--- config.mk ---
export PLATFORM = sky130hd
export DESIGN_NAME = indwd_top
export DESIGN_NICKNAME = d
export VERILOG_FILES = /design/src/rtl/indwd_pkg.sv /design/src/rtl/indwd_top.sv
export SDC_FILE = /design/constraint.sdc
export NUM_CORES = 1
export LEC_CHECK = 0
export BUFFER_PORTS_ARGS = -buffer_cell sky130_fd_sc_hd__buf_4
export CAP_MARGIN = 20
export CORE_MARGIN = 2
export CORE_UTILIZATION = 55
export CTS_BUF_LIST = sky130_fd_sc_hd__clkbuf_4 sky130_fd_sc_hd__clkbuf_8
export CTS_CLUSTER_DIAMETER = 30
export DETAILED_ROUTE_END_ITERATION = 10
export HOLD_SLACK_MARGIN = 0.15
export PLACE_DENSITY = 0.92
export SLEW_MARGIN = 0
export SYNTH_ARGS = -nofsm -noshare
export SYNTH_HDL_FRONTEND = slang
export SYNTH_SLANG_ARGS = --single-unit
--- constraint.sdc ---
create_clock -name clk_i -period 3.7 [get_ports clk_i]
set_input_delay 0.37 -clock clk_i [delete_from_list [all_inputs] [get_ports clk_i]]
set_output_delay 0.37 -clock clk_i [all_outputs]
set_load 0.005 [all_outputs]
--- src/rtl/indwd_pkg.sv ---
package indwd_pkg;

    localparam int unsigned        CNT_W     = 14;
    localparam logic [CNT_W-1:0]   CNT_TOP   = 14'h3fff;
    localparam int unsigned        KEY_W     = 8;
    localparam logic [KEY_W-1:0]   KEY_FIRST = 8'h00;
    localparam logic [KEY_W-1:0]   KEY_SECOND = 8'hff;

    typedef enum logic [1:0] {
        ACT_RESET = 2'b00,
        ACT_NMI   = 2'b01,
        ACT_IRQ   = 2'b10
    } indwd_action_e;

    typedef enum logic {
        ST_IDLE = 1'b0,
        ST_RUN  = 1'b1
    } indwd_state_e;

endpackage

--- src/rtl/indwd_top.sv ---
// Operation
// A 14-bit counter steps down once per counting clock edge toward underflow.
// Software must refresh often enough that underflow never occurs in normal use.
// Underflow raises one selected action: system reset, NMI or interrupt.
// The counter runs on its own dedicated oscillator, not the system clock.
// Start mode: restart automatically, or wait until software refreshes. Manual mode never starts if WIN_TOP < CNT_TOP (idle refresh errors).
// Refresh is two keys in order; wrong key or time is an error.
module indwd_top #(
    parameter logic [indwd_pkg::CNT_W-1:0] WIN_TOP = indwd_pkg::CNT_TOP
) (
    input  wire logic                        clk_i,
    input  wire logic                        srst_i,
    input  wire logic                        auto_start_i,
    input  wire logic [1:0]                  action_sel_i,
    input  wire logic                        refresh_wr_i,
    input  wire logic [indwd_pkg::KEY_W-1:0] refresh_data_i,
    output logic      [indwd_pkg::CNT_W-1:0] count_o,
    output logic                             counting_o,
    output logic                             reset_req_o,
    output logic                             nmi_o,
    output logic                             irq_o,
    output logic                             refresh_err_o
);

    indwd_pkg::indwd_state_e   state;
    indwd_pkg::indwd_state_e   next_state;
    logic [indwd_pkg::CNT_W-1:0] count;
    logic [indwd_pkg::CNT_W-1:0] next_count;
    logic                        seq_half;
    logic                        next_seq_half;
    logic                        next_reset_req;
    logic                        next_nmi;
    logic                        next_irq;
    logic                        next_refresh_err;
    logic                        underflow;
    logic                        key_err;
    logic                        key_ok;
    logic                        fire;
    logic                        next_counting;

    always_comb begin
        next_state       = state;
        next_count       = count;
        next_seq_half    = seq_half;
        key_err          = 1'b0;
        key_ok           = 1'b0;
        // A write outside the window is an error rather than ignored.
        // refresh key check
        if (refresh_wr_i) begin
            if (count > WIN_TOP) begin
                key_err = 1'b1;
            end else if (refresh_data_i == indwd_pkg::KEY_FIRST && !seq_half) begin
                next_seq_half = 1'b1;
            end else if (refresh_data_i == indwd_pkg::KEY_SECOND && seq_half) begin
                key_ok = 1'b1;
            end else begin
                key_err = 1'b1;
            end
        end
        // Underflow wins over a valid refresh landing on the same edge.
        underflow = (state == indwd_pkg::ST_RUN) && (count == '0);
        fire      = underflow || key_err;
        // action selection
        next_reset_req   = fire && (action_sel_i == indwd_pkg::ACT_RESET);
        next_nmi         = fire && (action_sel_i == indwd_pkg::ACT_NMI);
        next_irq         = fire && (action_sel_i != indwd_pkg::ACT_RESET)
                                && (action_sel_i != indwd_pkg::ACT_NMI);
        next_refresh_err = key_err;
        if (fire) begin
            next_count    = indwd_pkg::CNT_TOP;
            next_seq_half = 1'b0;
            next_state    = indwd_pkg::ST_IDLE;
        end else if (key_ok) begin
            next_count    = indwd_pkg::CNT_TOP;
            next_seq_half = 1'b0;
            next_state    = indwd_pkg::ST_RUN;
        end else begin
            case (state)
                indwd_pkg::ST_IDLE: begin
                    // automatic start
                    if (auto_start_i) begin
                        next_state = indwd_pkg::ST_RUN;
                    end
                end
                indwd_pkg::ST_RUN: begin
                    // count down
                    next_count = count - {{(indwd_pkg::CNT_W-1){1'b0}}, 1'b1};
                end
                default: begin
                    next_state = indwd_pkg::ST_IDLE;
                end
            endcase
        end
        next_counting    = (next_state == indwd_pkg::ST_RUN);
    end

    // dedicated counting clock
    always_ff @(posedge clk_i) begin
        if (srst_i) begin
            state         <= indwd_pkg::ST_IDLE;
            count         <= indwd_pkg::CNT_TOP;
            seq_half      <= 1'b0;
            reset_req_o   <= 1'b0;
            nmi_o         <= 1'b0;
            irq_o         <= 1'b0;
            refresh_err_o <= 1'b0;
            count_o       <= indwd_pkg::CNT_TOP;
            counting_o    <= 1'b0;
        end else begin
            state         <= next_state;
            count         <= next_count;
            seq_half      <= next_seq_half;
            reset_req_o   <= next_reset_req;
            nmi_o         <= next_nmi;
            irq_o         <= next_irq;
            refresh_err_o <= next_refresh_err;
            count_o       <= next_count;
            counting_o    <= next_counting;
        end
    end
endmodule

After elaboration in Yosys (flattened, before gate mapping)
Cells that the tools add are included.

Order comparisons: 1. Add/subtract/negate cells: 1. Eq/ne operators: 3. Bitwise gates (word level): 1. Reductions and logical operators: 16. Muxes and demuxes: 11.

Operators with widths (number): 14-bit > comparator, second input constant (1); 14-bit zero test (1); 14-bit by 1-bit subtractor with 14-bit output, second input constant (1); 1-bit 2-to-1 mux (11); 8-bit equality test, second input constant (1); 8-bit zero test (1); 1-bit logical AND (7); 3-bit AND reduction (1); 3-bit OR reduction (1); 2-bit by 1-bit equality test with 1-bit output, second input constant (1); 2-bit zero test (1); 2-bit by 1-bit != test with 1-bit output, second input constant (1); 2-bit nonzero test (1); 2-bit OR reduction (1); 1-bit zero test (1); 1-bit logical OR (1); 1-bit NOT (1).

Output and inout bits: 19. Word-level logic and storage cells: 40. Bits of input ports: 14. Bits in registers: 20.

Longest topological paths before layout
Depth in word-level cells: 9. Mapped depth: 8. Mapped depth without buffers: 6.

Worst setup path before layout
OpenSTA, ideal clock, no wires.

Kind: input -> register. Start: input port refresh_data_i[4] in the netlist's numbering. End: register count[1] in the netlist's numbering. Setup slack: 1.948 ns. Arrival time: 1.635 ns. Library setup time: 0.117 ns. Cell stages on the path: 6. Data required time: 3.583 ns. Path buffers: 2. Cell sequence: or4_1 -> o31ai_1 -> and3b_1 -> buf_6 -> buf_12 -> nand2_2.

Longest elaborated chain between the ends: 8. Elaborated cells between the ends (all ways): 14. Classes of those cells: eq/ne (1); mux (8); reduce/logical (5).

RTL lines: from (decl) (line indwd_top.sv:16) `input wire logic [indwd_pkg::KEY_W-1:0] refresh_data_i,`; 8-bit equality test (line indwd_top.sv:54) `end else if (refresh_data_i == indwd_pkg::KEY_SECOND && seq_half) begin`; 1-bit logical AND (line indwd_top.sv:54); 1-bit 2-to-1 mux (line indwd_top.sv:54); 1-bit 2-to-1 mux (line indwd_top.sv:52) `end else if (refresh_data_i == indwd_pkg::KEY_FIRST && !seq_half) begin`; 1-bit 2-to-1 mux (line indwd_top.sv:50) `if (count > WIN_TOP) begin`; 1-bit 2-to-1 mux (line indwd_top.sv:49) `if (refresh_wr_i) begin`; 1-bit logical OR (line indwd_top.sv:62) `fire = underflow || key_err;`; 3-bit OR reduction (no source line) *; to (signal assigned) (line indwd_top.sv:101) `count <= indwd_pkg::CNT_TOP;`; to (signal assigned) (line indwd_top.sv:111) `count <= next_count;`; to (decl) (line indwd_top.sv:27) `logic [indwd_pkg::CNT_W-1:0] count;`.

Mark *: on every way between the ends. The rest lies on a longest branch, timed or not. A chain may end at the register's enable or synchronous reset.

Worst setup path in the final report
Start: input port refresh_data_i[4] in the netlist's numbering. End: register count[8] in the netlist's numbering.

Same word-level chain as after synthesis.

==> results.json <==
{
  "regArea_sq_um": 400,
  "cp-start-kind": "input port",
  "ctsHoldBuffers": 0,
  "ys_ff_latch": 20,
  "drv_slew": 0,
  "gr-total-overflow": 0,
  "yosys-top-cells-area": "dfxtp_1, xnor2_1, nand2_2",
  "slowest_delay_ns": 0.63,
  "grt_pass1_vias": 781,
  "drc": 0,
  "synth_sequential_area_ratio_pct": 41.1,
  "fmax_ghz": 0.520,
  "nFillCells": 143,
  "clkTransAtPathRegs_ns": 0.12,
  "grt_max_degree": 15,
  "drt_iter0_drc": 2,
  "rows": 15,
  "drtAntennaViolNets": 0,
  "cts_resized": 0,
  "drt-pass1-iter-count": 4,
  "total_power_uw": 427,
  "synth_top_area_cell": "dfxtp_1",
  "p_leak_uw": 0.000488,
  "cts_buffers": 3,
  "rsz0062_at_grt": "false",
  "path_buf_inv": 1,
  "fin_area_sq_um": 1250,
  "track_usage_pct": 20.1,
  "fp.dieH_um": 46.1,
  "vias": 830,
  "routed_via_density": 5.57,
  "tightest_slew_ns": 0.657,
  "multi_input_area_sq_um": 528,
  "skew_ns": 0.00878,
  "dpl_cell_area_sq_um": 1200,
  "hp-class": "input port to flop",
  "max-cap-violations": 0,
  "fin_crit_ns": 1.92,
  "ys_warn_count": 0,
  "core_sq_um": 1690,
  "postSynthCellCount": 100,
  "clockBufferDepth": 2,
  "setup_viol_count_final": 0,
  "io_buffer_count": 32,
  "path_cells": "buf_4 > or4_1 > o31ai_1 > and3b_1 > nand2_1",
  "path_max_fanout": 14,
  "routed_wl_um": 1940,
  "diodes": 0,
  "crit_type": "input port to flop",
  "grt_antenna_before_repair": 0,
  "ir_drop_mv": 0.274,
  "dp.final_hpwl_um": 1540,
  "grt_first_pass_wirelength_um": 3040,
  "fin_tns_setup_ns": 0,
  "cts_tree": "yes",
  "wl_per_cell_um": 13.0,
  "post_cts_buffers": 0,
  "crit_path_top_delay_cell": "and3b_1",
  "syn_to_final_growth_pct": 28.2,
  "yosysUniqueCellTypes": 35,
  "synth_nets": 116,
  "initial_core_util_pct": 57.7,
  "layout-drive-gt1-share_pct": 38.6,
  "finalCritPeriodShare_pct": 52.0,
  "syn_area_sq_um": 975,
  "status": "completed",
  "crit_family": "simple AND/OR/NAND/NOR gates",
  "io_pins": 33,
  "avgSynthCellArea_sq_um": 9.75,
  "numClockSinks": 20,
  "clkLatencyLatePin_ns": 0.31,
  "cts-htree-levels": 1,
  "gp_congestion": 0.781,
  "synth_top_area_share_pct": 41.1,
  "cts_root_buf": "clkbuf_4",
  "finalHoldViolCount": 0,
  "crit_required_ns": 3.87,
  "slew_headroom_pct": 56.2,
  "die_w_um": 46.1,
  "end_kind": "flop",
  "cp.arrival_ns": 2.09,
  "nets": 149,
  "cellPowerDensity_nw_per_um2": 342,
  "dieArea_sq_um": 2120
}
[registers in the layout, summed over array words and instances, names as in the netlist]
signal         cells
seq_half           1
irq_o              1
nmi_o              1
refresh_err_o      1
count             14
state              1
reset_req_o        1
[stage by stage]
stage          hold WS, ns  utilization [%]  setup slack, ns  instances
3_3_place_gp         0.502             70.9             1.55        145
2_1_floorplan        0.439                -             1.95        100
6_report             0.212             74.0             1.78        149
3_5_place_dp         0.514             70.9             1.43        145
4_1_cts              0.205             74.0             1.77        149
5_1_grt              0.193             74.0             1.65        149
[power by group]
part / leakage [uW] / switching (uW) / internal (uW)
registers: 0.000163 / 2.01 / 218
logic: 0.000297 / 11.9 / 16.4
clock network: 0.0000279 / 69.5 / 110
total: 0.000488 / 83.4 / 344
[placed cells by master (no fill, tap or decap), drive strengths merged, types with 2 or more instances in the layout]
cell type	n
xnor2	8
o21ai	3
buf	32
ha	2
a21oi	2
nor3b	2
and3b	2
nor2	4
inv	2
dfxtp	20
xor2	5
nor4	3
or4	3
nor3	3
nor4b	3
and4bb	2
clkbuf	3
nand4	2
nand3	2
nand2	18
[layout make-up]
class                   count  area share (%)
clock buffers               3            1.80
clock inverters             1            2.40
inverters                   2           0.601
multi-input cells          74            42.2
flip-flops and latches     20            32.0
well taps                  17            1.70
repair buffers             32            19.2
[cell families after synthesis]
logic type	Yosys count	share of synthesized area, %
AND/OR/NAND/NOR	50	34.1
flip-flops	20	41.1
XOR/XNOR	13	11.7
AO/OA/AOI/OAI	8	4.75
buffers and inverters	6	4.75
adder cells (fa/ha/maj)	2	2.57
multiplexers	1	1.03
[synthesized netlist by cell type]
cell type	number
ha_1	2
nor4_1	3
or2b_1	1
or4_4	1
buf_12	1
xnor2_1	8
or3_1	1
and2_1	1
nor3_1	3
nor4b_2	1
o31ai_1	1
nand4_1	2
inv_1	2
nand2_1	8
and3b_1	2
xor2_1	5
nand4bb_1	1
a21oi_1	2
nor3b_1	1
a31oi_1	1
clkbuf_1	2
nand2_2	10
dfxtp_1	20
nor3b_2	1
nor2_1	4
nor2b_1	1
o211ai_1	1
and4bb_2	2
buf_6	1
o21ai_0	3
nand3_1	2
or4_1	2
nor4b_1	2
mux2i_1	1
or4b_1	1
[path summary, 6_finish.rpt]
path	from	end	slack, ns	cells after the start
max	refresh_data_i[4]	count[8]	1.78	5
min	action_sel_i[0]	reset_req_o	0.21	2
max reg2reg	count[0]	count[8]	1.81	6
min reg2reg	count[10]	count[10]	0.55	2
[routing by layer]
metal,share of wire [%],GRT usage (%)
met2,51,35.8
met3,5.7,3.92
met1,41,22.3
met5,0,0
met4,2.4,10.3
Note: power is estimated with default switching activity, not from simulation.
